[src/design/bcc_regs.svh]
// register map, field positions and constants of the bus and cache control block
// Overview of operation
// - cache-allow high: no cache use that cycle
// - cacheable only if (nocache|writethru)=0, allow=0
// - paging on: page nocache bit gates caching
// - paging on: writethru bit stops data caching
// - page-attribute pin shows selected page bit on reads; held low on write cycles
// - paging off: page-attribute pin held low
// - invalidate bit flushes icache and TLB
// - one flush request flushes one block
// - up to three outstanding bus cycles
// - hits deliver 64b fetch, 128b load per cycle
// - same-row hint when row matches previous
// - three-bit field selects DRAM row size
// - byte-boot: 8-bit fetches, else 64-bit
// - byte-boot set only by reset-time strap
// - byte-boot fetch on low byte lane
// - byte-boot: low lane selects carry address
// - cleared byte-boot stays clear until reset
// - two 128-bit write buffers, drained when idle
// - reads or full buffers force write drain
// - 128-bit write two beats, smaller one
// - narrow writes aligned with lane selects
// - select clear: nocache bit; set: writethru
// - cache-allow sampled on every completing read cycle
// - dirty block flush writes block back
`ifndef BCC_REGS_SVH
`define BCC_REGS_SVH
`define BCC_CTRL_OFS 12'h000
`define BCC_STAT_OFS 12'h004
`define BCC_CTRL_PAGING 0
`define BCC_CTRL_ATTR 1
`define BCC_CTRL_INVAL 2
`define BCC_CTRL_BOOT 3
`define BCC_CTRL_ROW_LO 4
`define BCC_CTRL_ROW_HI 6
`define BCC_STAT_CNT_LO 0
`define BCC_STAT_CNT_HI 1
`define BCC_STAT_WB0 2
`define BCC_STAT_WB1 3
`define BCC_STAT_BOOT 4
`define BCC_MAX_OUT 2'h3
`define BCC_SZ_64 3'h3
`define BCC_SZ_128 3'h4
`define BCC_ROW_SHIFT 5'h06
`define BCC_BLK_HALF 32'h0000_0010
`define BCC_LANES_HI 5'h1f
`define BCC_HINT_IDLE 1'b1
`endif

[src/design/bcc_pkg.sv]
// types and helper functions of the bus and cache control block
`include "bcc_regs.svh"
package bcc_pkg;
  typedef enum logic [1:0] {
    BCC_IFETCH = 2'b00,
    BCC_DREAD = 2'b01,
    BCC_DWRITE = 2'b10,
    BCC_FLUSH = 2'b11
  } bcc_kind_e;
  typedef struct packed {
    logic rd;
    logic ifetch;
    logic nc;
    logic wthru;
  } bcc_tag_s;
  typedef struct packed {
    logic valid;
    logic second;
    logic [31:0] addr;
    logic [2:0] size;
    logic [127:0] data;
  } bcc_wb_s;
  // active-low lane selects for a size code (log2 bytes) at a byte offset
  function automatic logic [7:0] bcc_lanes_n(input logic [2:0] sz, input logic [2:0] off);
    logic [7:0] m;
    m = 8'hff;
    if (sz == 3'h0) m = 8'h01;
    if (sz == 3'h1) m = 8'h03;
    if (sz == 3'h2) m = 8'h0f;
    if (sz < `BCC_SZ_64) m = m << off;
    return ~m;
  endfunction : bcc_lanes_n
  // row number of a word address for a row size code
  function automatic logic [28:0] bcc_row(input logic [28:0] a, input logic [2:0] sz);
    return a >> (`BCC_ROW_SHIFT + {2'h0, sz});
  endfunction : bcc_row
endpackage : bcc_pkg

[src/design/bcc_wbuf.sv]
// one 128-bit write buffer, emptied as one or two 64-bit beats
`timescale 1ns/1ps
`include "bcc_regs.svh"
module bcc_wbuf
  import bcc_pkg::*;
(
  input wire logic pclk,
  input wire logic presetn,
  input wire logic load,
  input wire logic [31:0] ld_addr,
  input wire logic [2:0] ld_size,
  input wire logic [127:0] ld_data,
  input wire logic take,
  output logic busy,
  output logic [28:0] beat_addr,
  output logic [7:0] beat_lanes_n,
  output logic [63:0] beat_data
);
  bcc_wb_s q, d;
  logic [63:0] half;
  always_comb
  begin
    d = q;
    if (take && q.valid)
    begin
      if (q.size == `BCC_SZ_128 && !q.second)
        d.second = 1'b1;
      else
        d = '0;
    end
    if (load && !q.valid)
    begin
      d.valid = 1'b1;
      d.second = 1'b0;
      d.addr = ld_addr;
      d.size = ld_size;
      d.data = ld_data;
    end
    half = q.second ? q.data[127:64] : q.data[63:0];
    beat_addr = q.addr[31:3] + {28'h0, q.second};
    beat_lanes_n = bcc_lanes_n(q.size, q.addr[2:0]);
    beat_data = (q.size >= `BCC_SZ_64) ? half : half << {q.addr[2:0], 3'h0};
  end
  always_ff @(posedge pclk or negedge presetn)
  begin
    if (!presetn)
      q <= '0;
    else
      q <= d;
  end
  assign busy = q.valid;
endmodule : bcc_wbuf

[src/design/bcc_top.sv]
// bus and cache control: cacheability, bus cycle issue, write buffers, apb registers
//
// Added by the designer: the APB register port and the placing of the registers.
`timescale 1ns/1ps
`include "bcc_regs.svh"
module bcc_top
  import bcc_pkg::*;
(
  input wire logic pclk,
  input wire logic presetn,
  input wire logic psel,
  input wire logic penable,
  input wire logic pwrite,
  input wire logic [11:0] paddr,
  input wire logic [31:0] pwdata,
  output logic [31:0] prdata,
  output logic pready,
  output logic pslverr,
  input wire logic req_valid,
  input wire logic [1:0] req_kind,
  input wire logic [31:0] req_addr,
  input wire logic [2:0] req_size,
  input wire logic [255:0] req_wdata,
  input wire logic req_nocache,
  input wire logic req_writethru,
  input wire logic req_dirty,
  output logic req_ack,
  output logic rsp_valid,
  output logic [63:0] rsp_rdata,
  output logic rsp_fill,
  output logic flush_done,
  output logic icache_tlb_inval,
  input wire logic ic_hit,
  input wire logic [63:0] ic_rdata,
  input wire logic dc_hit,
  input wire logic [127:0] dc_rdata,
  output logic fetch_valid,
  output logic [63:0] fetch_data,
  output logic load_valid,
  output logic [127:0] load_data,
  input wire logic boot_irq_in,
  output logic bus_start,
  output logic [28:0] bus_addr,
  output logic bus_write,
  output logic [7:0] byte_lane_sel_n,
  output logic [63:0] bus_wdata,
  input wire logic [63:0] bus_rdata,
  input wire logic bus_ready_n,
  input wire logic cache_allow_n,
  output logic page_attr_out,
  output logic same_row_hint_n
);
  ////////////////////////////////////////////////////////////////////////////////
  typedef struct packed {
    logic paging;
    logic attr_sel;
    logic boot;
    logic boot_seen;
    logic [2:0] row_sz;
    logic inval;
    logic pready;
    logic pslverr;
    logic [31:0] prdata;
    logic ack;
    logic start;
    logic [28:0] baddr;
    logic bwr;
    logic [7:0] lanes_n;
    logic [63:0] bwdata;
    logic pattr;
    logic same_n;
    logic prev_v;
    logic [28:0] prev_addr;
    logic [1:0] cnt;
    bcc_tag_s [2:0] tag;
    logic rsp_v;
    logic rsp_fill;
    logic [63:0] rsp_data;
    logic flush_done;
    logic ifv;
    logic [63:0] ifd;
    logic dcv;
    logic [127:0] dcd;
    logic wold;
  } bcc_st_s;
  bcc_st_s q, d;
  logic [1:0] wb_busy;
  logic [1:0] wb_load;
  logic [1:0] wb_take;
  logic [1:0][31:0] ld_addr;
  logic [1:0][2:0] ld_size;
  logic [1:0][127:0] ld_data;
  logic [1:0][28:0] wb_addr;
  logic [1:0][7:0] wb_lanes_n;
  logic [1:0][63:0] wb_data;
  ////////////////////////////////////////////////////////////////////////////////
  bcc_wbuf u_wb0 (
    .pclk(pclk),
    .presetn(presetn),
    .load(wb_load[0]),
    .ld_addr(ld_addr[0]),
    .ld_size(ld_size[0]),
    .ld_data(ld_data[0]),
    .take(wb_take[0]),
    .busy(wb_busy[0]),
    .beat_addr(wb_addr[0]),
    .beat_lanes_n(wb_lanes_n[0]),
    .beat_data(wb_data[0])
  );
  bcc_wbuf u_wb1 (
    .pclk(pclk),
    .presetn(presetn),
    .load(wb_load[1]),
    .ld_addr(ld_addr[1]),
    .ld_size(ld_size[1]),
    .ld_data(ld_data[1]),
    .take(wb_take[1]),
    .busy(wb_busy[1]),
    .beat_addr(wb_addr[1]),
    .beat_lanes_n(wb_lanes_n[1]),
    .beat_data(wb_data[1])
  );
  ////////////////////////////////////////////////////////////////////////////////
  always_comb
  begin
    logic is_rd;
    logic pop;
    logic room;
    logic need;
    logic dr;
    logic fb;
    logic issue;
    logic [1:0] ncnt;
    logic [28:0] row;
    bcc_tag_s t;
    is_rd = 1'b0;
    pop = 1'b0;
    room = 1'b0;
    need = 1'b0;
    dr = 1'b0;
    fb = 1'b0;
    issue = 1'b0;
    ncnt = 2'h0;
    row = '0;
    t = '0;
    d = q;
    wb_load = 2'b00;
    wb_take = 2'b00;
    ld_addr = {req_addr + `BCC_BLK_HALF, req_addr};
    ld_size = {2{req_size}};
    ld_data = {2{req_wdata[127:0]}};
    d.inval = 1'b0;
    d.ack = 1'b0;
    d.start = 1'b0;
    d.rsp_v = 1'b0;
    d.flush_done = 1'b0;
    // strap is caught on the first edge after release, never under reset
    d.boot_seen = 1'b1;
    if (!q.boot_seen)
      d.boot = boot_irq_in;
    // apb: zero-wait, data and error prepared in the setup cycle
    d.pready = psel & ~penable & ~q.pready;
    d.pslverr = 1'b0;
    d.prdata = '0;
    if (psel && !penable)
    begin
      if (paddr == `BCC_CTRL_OFS)
      begin
        d.prdata[`BCC_CTRL_PAGING] = q.paging;
        d.prdata[`BCC_CTRL_ATTR] = q.attr_sel;
        d.prdata[`BCC_CTRL_BOOT] = q.boot;
        d.prdata[`BCC_CTRL_ROW_HI:`BCC_CTRL_ROW_LO] = q.row_sz;
      end
      else if (paddr == `BCC_STAT_OFS)
      begin
        d.prdata[`BCC_STAT_CNT_HI:`BCC_STAT_CNT_LO] = q.cnt;
        d.prdata[`BCC_STAT_WB0] = wb_busy[0];
        d.prdata[`BCC_STAT_WB1] = wb_busy[1];
        d.prdata[`BCC_STAT_BOOT] = q.boot;
      end
      else
        d.pslverr = 1'b1;
    end
    if (psel && penable && q.pready && pwrite && paddr == `BCC_CTRL_OFS)
    begin
      d.paging = pwdata[`BCC_CTRL_PAGING];
      d.attr_sel = pwdata[`BCC_CTRL_ATTR];
      d.inval = pwdata[`BCC_CTRL_INVAL];
      d.row_sz = pwdata[`BCC_CTRL_ROW_HI:`BCC_CTRL_ROW_LO];
      // only a clear gets through; a written one is ignored
      d.boot = d.boot & pwdata[`BCC_CTRL_BOOT];
    end
    // cache hit paths, one word of each per cycle
    d.ifv = ic_hit;
    d.ifd = ic_rdata;
    d.dcv = dc_hit;
    d.dcd = dc_rdata;
    // completion of the oldest outstanding cycle
    pop = ~bus_ready_n & (q.cnt != 2'h0);
    if (pop)
    begin
      t = q.tag[0];
      d.tag[0] = q.tag[1];
      d.tag[1] = q.tag[2];
      d.tag[2] = '0;
      if (t.rd)
      begin
        d.rsp_v = 1'b1;
        d.rsp_data = (q.boot && t.ifetch) ? {56'h0, bus_rdata[7:0]} : bus_rdata;
        // allow input taken on every completing read cycle
        d.rsp_fill = ~cache_allow_n & ~(t.nc | t.wthru);
      end
    end
    ncnt = q.cnt - {1'b0, pop};
    room = (q.cnt != `BCC_MAX_OUT) | pop;
    is_rd = (req_kind == BCC_IFETCH) | (req_kind == BCC_DREAD);
    // a held write would otherwise wait forever behind full buffers
    need = is_rd | q.ack;
    need = need | ((req_kind == BCC_DWRITE) & (&wb_busy));
    need = need | ((req_kind == BCC_FLUSH) & req_dirty & (|wb_busy));
    dr = wb_busy[q.wold] ? q.wold : ~q.wold;
    fb = wb_busy[0];
    // writes wait while a store into a free buffer or a clean flush is pending
    if ((|wb_busy) && room && (!req_valid || need))
    begin
      wb_take[dr] = 1'b1;
      d.start = 1'b1;
      d.bwr = 1'b1;
      d.baddr = wb_addr[dr];
      d.lanes_n = wb_lanes_n[dr];
      d.bwdata = wb_data[dr];
      d.pattr = 1'b0;
      d.tag[ncnt] = '0;
      issue = 1'b1;
      if (!wb_busy[~dr])
        d.wold = ~dr;
    end
    else if (req_valid && !q.ack && is_rd && wb_busy == 2'b00 && room)
    begin
      d.ack = 1'b1;
      d.start = 1'b1;
      d.bwr = 1'b0;
      d.baddr = req_addr[31:3];
      d.bwdata = '0;
      t.rd = 1'b1;
      t.ifetch = (req_kind == BCC_IFETCH);
      t.nc = q.paging & req_nocache;
      t.wthru = q.paging & req_writethru & ~t.ifetch;
      d.tag[ncnt] = t;
      d.lanes_n = '0;
      if (q.boot && t.ifetch)
        d.lanes_n = {`BCC_LANES_HI, req_addr[2:0]};
      // not asserted at all while paging is off
      d.pattr = q.paging & (q.attr_sel ? req_writethru : req_nocache);
      issue = 1'b1;
    end
    if (issue)
    begin
      // both rows at today's size, so a size change never compares stale rows
      row = bcc_row(d.baddr, q.row_sz);
      d.same_n = ~(q.prev_v & (row == bcc_row(q.prev_addr, q.row_sz)));
      d.prev_v = 1'b1;
      d.prev_addr = d.baddr;
    end
    d.cnt = ncnt + {1'b0, issue};
    // stores and flushes go into free buffers only
    if (req_valid && !q.ack && req_kind == BCC_DWRITE && !(&wb_busy))
    begin
      wb_load[fb] = 1'b1;
      ld_addr[fb] = req_addr;
      ld_size[fb] = req_size;
      d.ack = 1'b1;
      d.wold = wb_busy[~fb] ? ~fb : fb;
    end
    if (req_valid && !q.ack && req_kind == BCC_FLUSH)
    begin
      if (!req_dirty)
      begin
        d.ack = 1'b1;
        d.flush_done = 1'b1;
      end
      else if (wb_busy == 2'b00)
      begin
        wb_load = 2'b11;
        ld_size = {2{`BCC_SZ_128}};
        ld_data = {req_wdata[255:128], req_wdata[127:0]};
        d.wold = 1'b0;
        d.ack = 1'b1;
        d.flush_done = 1'b1;
      end
    end
  end
  ////////////////////////////////////////////////////////////////////////////////
  always_ff @(posedge pclk or negedge presetn)
  begin
    if (!presetn)
    begin
      q <= '0;
      q.same_n <= `BCC_HINT_IDLE;
    end
    else
      q <= d;
  end
  ////////////////////////////////////////////////////////////////////////////////
  assign prdata = q.prdata;
  assign pready = q.pready;
  assign pslverr = q.pslverr;
  assign req_ack = q.ack;
  assign rsp_valid = q.rsp_v;
  assign rsp_rdata = q.rsp_data;
  assign rsp_fill = q.rsp_fill;
  assign flush_done = q.flush_done;
  assign icache_tlb_inval = q.inval;
  assign fetch_valid = q.ifv;
  assign fetch_data = q.ifd;
  assign load_valid = q.dcv;
  assign load_data = q.dcd;
  assign bus_start = q.start;
  assign bus_addr = q.baddr;
  assign bus_write = q.bwr;
  assign byte_lane_sel_n = q.lanes_n;
  assign bus_wdata = q.bwdata;
  assign page_attr_out = q.pattr;
  assign same_row_hint_n = q.same_n;
endmodule : bcc_top

[config.mk]
export PLATFORM = sky130hd
export DESIGN_NAME = bcc_top
export DESIGN_NICKNAME = d
export VERILOG_FILES = /design/src/design/bcc_pkg.sv /design/src/design/bcc_wbuf.sv /design/src/design/bcc_top.sv
export VERILOG_INCLUDE_DIRS = /design/src /design/src/design
export SDC_FILE = /design/constraint.sdc
export NUM_CORES = 2
export LEC_CHECK = 0
export ABC_CLOCK_PERIOD_IN_PS = 3710
export BUFFER_PORTS_ARGS = -buffer_cell sky130_fd_sc_hd__clkbuf_2
export CORE_AREA = 2 2 395 397
export DETAILED_ROUTE_END_ITERATION = 10
export DIE_AREA = 0 0 397 399
export PLACE_DENSITY_LB_ADDON = 0.05
export SKIP_LAST_GASP = 1
export SYNTH_ARGS = -nofsm -noshare
export SYNTH_HDL_FRONTEND = slang
export SYNTH_HIERARCHICAL = 1
export SYNTH_SLANG_ARGS = --single-unit
[constraint.sdc]
create_clock -name pclk -period 3.71 [get_ports pclk]
set_input_delay 0.742 -clock pclk [delete_from_list [all_inputs] [get_ports pclk]]
set_output_delay 0.742 -clock pclk [all_outputs]
set_load 0.005 [all_outputs]
Word level (Yosys, flattened, before mapping)
Cells that the tools add are included.
{ "word_totals": {"reg_bits": 759, "input_bits": 607, "out_inout_bits": 402} }
{ "op_classes": {"addsub": 6, "n_lt_le_gt_ge": 13, "n_eq_ne": 14, "n_shift": 6, "n_mux": 99, "bitwise": 33, "n_reduce_logical": 48} }
{ "op_table": {"columns": ["operator", "count"], "rows": [
  ["two-way mux 256 bit", 3],
  ["two-way mux 165 bit", 4],
  ["two-way mux 64 bit", 8],
  ["two-way mux 163 bit", 2],
  ["<< shifter 64 x 6 -> 64 bit", 2],
  ["two-way mux 105 bit", 1],
  ["two-way mux 104 bit", 1],
  ["two-way mux 8 bit", 11],
  ["two-way mux 78 bit", 1],
  ["two-way mux 66 bit", 1],
  ["bitwise mux 64 bit", 1],
  ["adder 29 x 1 -> 29 bit", 2],
  ["two-way mux 29 bit", 2],
  ["two-way mux 1 bit", 38],
  ["adder 32 x 5 -> 32 bit, second input constant", 1],
  ["demux 32 bit (select 1 bit)", 1],
  ["two-way mux 32 bit", 1],
  ["equality test 29 bit", 1],
  ["right shift 29 x 4 -> 29 bit", 1],
  ["right shift 29 x 5 -> 29 bit", 1],
  ["logical AND 1 bit", 25],
  ["two-way mux 12 bit", 2],
  ["two-way mux 6 bit", 4],
  ["two-way mux 2 bit", 8],
  ["other kinds (40)", 97]
]} }

Depth between registers and ports, before layout
{ "logic_depth": {"word_depth": 14, "mapped_depth": 16, "mapped_depth_nobuf": 16} }

Hierarchy
Netlist, hierarchy kept.
{ "by_module_without_submodules": {"columns": ["mod", "instances", "cells_each", "area_per_inst_um2", "seq_area_each_um2"], "rows": [
  ["bcc_top", 1, 2137, 21861.0, 10586.4],
  ["bcc_wbuf", 2, 873, 9821.9, 4129.0]
]} }

Worst setup path after synthesis
OpenSTA, ideal clock, no wires.
{ "synth_path": {"kind": "input -> register", "from": "input port req_valid", "to": "register q (netlist bit same_row_hint_n)", "setup_time_ns": 0.088, "arrival_time_ns": 3.557, "required_time_ns": 3.622, "setup_slack_ns": 0.065, "cell_stages": 12, "path_buffers": 2, "cell_sequence": "or4b_4 or3_1 buf_6 buf_12 mux2i_1 mux4_2 a32o_1 a41o_1 nor4_1 o2111ai_1 and4b_1 a31oi_1"} }
{ "synth_between": {"elab_chain_len": 10} }
{ "synth_rtl": {"columns": ["element", "line", "text"], "rows": [
  ["start, declared", "bcc_top.sv:19", "input wire logic req_valid,"],
  ["logical AND 1 bit (4 in a row)", "bcc_top.sv:238", "else if (req_valid && !q.ack && is_rd && wb_busy == 2'b00 && room)"],
  ["two-way mux 105 bit", "bcc_top.sv:238", null],
  ["two-way mux 104 bit", "bcc_top.sv:224", "if ((|wb_busy) && room && (!req_valid || need))"],
  ["right shift 29 x 5 -> 29 bit", "bcc_pkg.sv:35", "return a >> (`BCC_ROW_SHIFT + {2'h0, sz});"],
  ["equality test 29 bit", "bcc_top.sv:261", "d.same_n = ~(q.prev_v & (row == bcc_row(q.prev_addr, q.row_sz)));"],
  ["AND 1 bit", "bcc_top.sv:261", null],
  ["NOT 1 bit", "bcc_top.sv:261", null],
  ["end, declared", "bcc_top.sv:86", "bcc_st_s q, d;"]
]} }
Several ways; a longest one is shown, not always the timed one. The select of a mux whose other input is x is not followed.
A chain may end at the register's enable or synchronous reset.

==> metrics.log <==
INFO  metric synth_area_leaders = sky130_fd_sc_hd__dfrtp_1, sky130_fd_sc_hd__buf_4, sky130_fd_sc_hd__a22o_1
INFO  metric dr_total_vias = 34051
INFO  metric critical_path_class = reg -> reg
INFO  metric critical_path_arrival = 4.37 ns
INFO  metric detail-route-antenna-nets = 0
INFO  metric cts-buffers-inserted = 96
INFO  metric finalWorstPathRequiredPeriod = 3.72 ns
INFO  metric power.static_leakage = 23.8 nW
INFO  metric final_weighted_congestion_in_routability_driven_placement = 0.914
INFO  metric whs_endpoint = load_data[28]$_DFF_PN0_
INFO  metric critical_path_buf_inv_count = 2
INFO  metric place_hpwl = 162 mm
INFO  metric finalNonFillerCells = 6700
INFO  metric root_buffer_cell = sky130_fd_sc_hd__clkbuf_16
INFO  metric max_frequency = 269 MHz
INFO  metric clock_tree.buffer_depth = 3
INFO  metric power_density = 892 nW/um^2
INFO  metric power.net_switching = 0.0199 W
INFO  metric avgSynthCellArea = 10.7 sq um
INFO  metric std_cell_rows = 144
INFO  metric ys_seq_area_share = 45.4%
INFO  metric pwr-share-comb = 47.3%
INFO  metric worst_r2r_path_depth = 9
INFO  metric numClockSinks = 753
INFO  metric avgViaCountPerCell = 5.08
INFO  metric hold_slack = 0.125 ns
INFO  metric area_growth = 21.8%
INFO  metric synth_top_area_cell = sky130_fd_sc_hd__dfrtp_1
INFO  metric crit_path_top_delay_cell = sky130_fd_sc_hd__inv_1
INFO  metric antenna_found_initial = 18
INFO  metric drt_drc_violations_left = 0
INFO  metric worst_path_largest_cell_delay = 0.76 ns
INFO  metric hp-class = in -> reg
INFO  metric area_share_of_the_largest_cell_type_after_synthesis = 45.3%
INFO  metric initial_utilization = 27.0%
INFO  metric cp_max_fo = 15
INFO  metric drt-initial-drc-count = 2840
INFO  metric grt_max_degree = 116
INFO  metric overflow = 0
INFO  metric swShare = 44.3%
INFO  metric critical_path.reg2reg.endpoint = bus_wdata[57]$_DFFE_PN0N_
INFO  metric drt_pass1_iterations = 7
INFO  metric dominantRegCellSynth = sky130_fd_sc_hd__dfrtp_1
INFO  metric worstSetupStartpointType = register
INFO  metric list_of_most_frequent_post_synthesis_cells = sky130_fd_sc_hd__dfrtp_1, sky130_fd_sc_hd__nand2_1, sky130_fd_sc_hd__buf_4
INFO  metric drive_gt1_share = 38.2%
INFO  metric worstSkewPairLatency = 0.72 ns
INFO  metric list_of_cells_traversed_by_the_critical_path = or3_1, nand2_1, inv_1, o22ai_1, a221oi_1, nand2_1, a21oi_1, buf_4, a31o_2
INFO  metric post_drt_wl_per_cell = 30.6 um
INFO  metric ys.warnings.count = 6
INFO  metric wirelength = 205 mm
INFO  metric report.final.setup_viol = 1
INFO  metric synthesis.instances = 3883
INFO  metric buffer_ports.inserted = 958
INFO  metric placed_cells = 6514
INFO  metric ys_ff_latch = 753
INFO  metric reg2reg_setup_slack = -0.009 ns
INFO  metric share_clk_of_total_power = 21.6%
INFO  metric violations = negative setup slack
INFO  metric fin_util = 32.9%
INFO  metric max_slew.worst_pin.slew = 0.929 ns
INFO  metric cts_max_level = 3
INFO  metric finalNetCount = 5189
INFO  metric placeableCoreArea = 154000 sq um
INFO  metric grt_pass1_wl = 281 mm
INFO  metric irDropWorstVdd = 0.546 mV
INFO  metric timing_max_transition_violations_final = 0
INFO  metric cpMostUsedCell = sky130_fd_sc_hd__nand2_1
INFO  metric timing.critical_path.max_delay_family = compound AO/OA/AOI/OAI gates
INFO  metric total_power = 0.0451 W
INFO  metric finalClockSkew = 0.0292 ns
INFO  metric floorplan.die.width = 397 um
INFO  metric grt_pass1_vias = 34014
INFO  metric boundaryPins = 1009
INFO  metric synthesis.area = 41500 sq um
INFO  metric timing.final.crit_share = 100%
INFO  metric path_clk_slew = 0.07 ns
INFO  metric critical_path_required = 4.36 ns
INFO  metric design.die.area = 158000 sq um
INFO  metric drv_cap = 0
INFO  metric synth-edff-count = 0
INFO  metric setup_total_negative_slack = -0.00872 ns
INFO  metric cts_tree = yes
INFO  metric status = finished with violations
INFO  metric p_seq_share = 31.1%
INFO  metric min_path_cells = 1
INFO  metric final_critical_path_setup_slack = -0.00872 ns
INFO  metric final-hold-violation-count = 0
INFO  metric relSlewSlack = 37.8%
INFO  metric yosys.cell_types.count = 81
INFO  metric global_route.usage.total = 25.1%
INFO  metric hold_start = dc_rdata[28]
INFO  metric internal-power = 0.0251 W
INFO  metric synth_most_common_cell = sky130_fd_sc_hd__dfrtp_1
INFO  metric reg2reg_from = u_wb0/q[133]$_DFFE_PN0P_
INFO  metric synth_async_sr_flop_share = 100%
INFO  metric die_y = 399 um
INFO  metric setup.worst_path.end_class = register
-- cell type report --
class / count / area, sq um
Timing Repair Buffer: 1241 / 7340
Multi-Input combinational cell: 2449 / 18400
Sequential cell: 753 / 18900
Clock buffer: 146 / 2800
Tap cell: 2044 / 2560
Clock inverter: 31 / 423
Antenna cell: 2 / 5.00
Fill cell: 15919 / 103000
Inverter: 34 / 128
-- per-layer routing --
metal / wire (um) / vias up / track usage (%)
met5: 83 / - / 0
met4: 6600 / 14 / 7.84
met3: 13300 / 245 / 5.05
met2: 95500 / 1297 / 40.4
met1: 89400 / 17428 / 33.9
li1: - / 15067 / -
-- state kept, by name, summed over array words and instances, names as in the netlist, 7 cells and up, named ones only --
name / count
prdata: 7
q: 46
byte_lane_sel_n: 8
bus_wdata: 64
bus_addr: 23
load_data: 128
u_wb0/q: 164
rsp_rdata: 64
u_wb1/q: 164
fetch_data: 64
-- worst max-delay path by stage --
stage,startpoint,end,slack (ns),depth (start not counted)
final,u_wb0/q[133]$_DFFE_PN0P_,bus_wdata[57]$_DFFE_PN0N_,-0.009,9
after global routing,u_wb0/q[163]$_DFFE_PN0P_,same_row_hint_n$_DFFE_PN1N_,-0.004,17
after CTS,u_wb1/q[163]$_DFFE_PN0P_,same_row_hint_n$_DFFE_PN1N_,0.02,16
after detailed placement,req_valid,same_row_hint_n$_DFFE_PN1N_,-0.34,12
after global placement,req_valid,same_row_hint_n$_DFFE_PN1N_,-0.35,12
after floorplan,req_valid,same_row_hint_n$_DFFE_PN1N_,0.06,12
-- repair_timing --
item	CTS	global route
hold buffers	1	0
pin swaps	3	12
endpoints found under the hold margin	4	0
endpoints found under the setup margin	1	1
resized for setup	6	29
setup buffers	0	6
-- stage by stage --
stage | setup slack, ns | area [sq um]
floorplan | 0.0649 | 41600
global placement | -0.352 | 47100
detailed placement | -0.336 | 47100
finish | -0.00872 | 50500
CTS | 0.0215 | 50300
global route | -0.00414 | 50500
-- cell usage in the layout (no fill, tap or decap), drive strengths merged, types with 38 or more instances in the layout --
cell type and n:
mux4 75, clkbuf 1103, nand2 466, buf 283, xnor2 65, nor2 195
o22ai 51, dfrtp 752, inv 38, mux2i 291, a21oi 134, a22o 340
o21ai 143, a31o 66, mux2 178, nand3 51
-- logic make-up (layout without fill, tap and decap cells) --
group / count (synthesis) / in the layout / synth area share [%]
AOI/OAI and AO/OA: 907 / 907 / 16.2
and+or+nand+nor: 867 / 867 / 9.07
DFF: 753 / 753 / 45.4
buffers and inverters: 705 / 1452 / 11.1
muxes: 544 / 544 / 16.0
xor gates and xnor gates: 98 / 98 / 2.07
adders and majority gates: 7 / 7 / 0.211
other: 2 / 28 / 0.0181
-- power groups by stage --
stage / registers [W] / clock network, W / logic, W
after detailed placement: 0.0140 / 0 / 0.0210
final: 0.0140 / 0.00972 / 0.0213
after global placement: 0.0141 / 0 / 0.0210
after CTS: 0.0139 / 0.0101 / 0.0211
after global routing: 0.0142 / 0.0104 / 0.0227
after floorplan: 0.0121 / 0 / 0.0135
(Power assumes the default switching activity.)
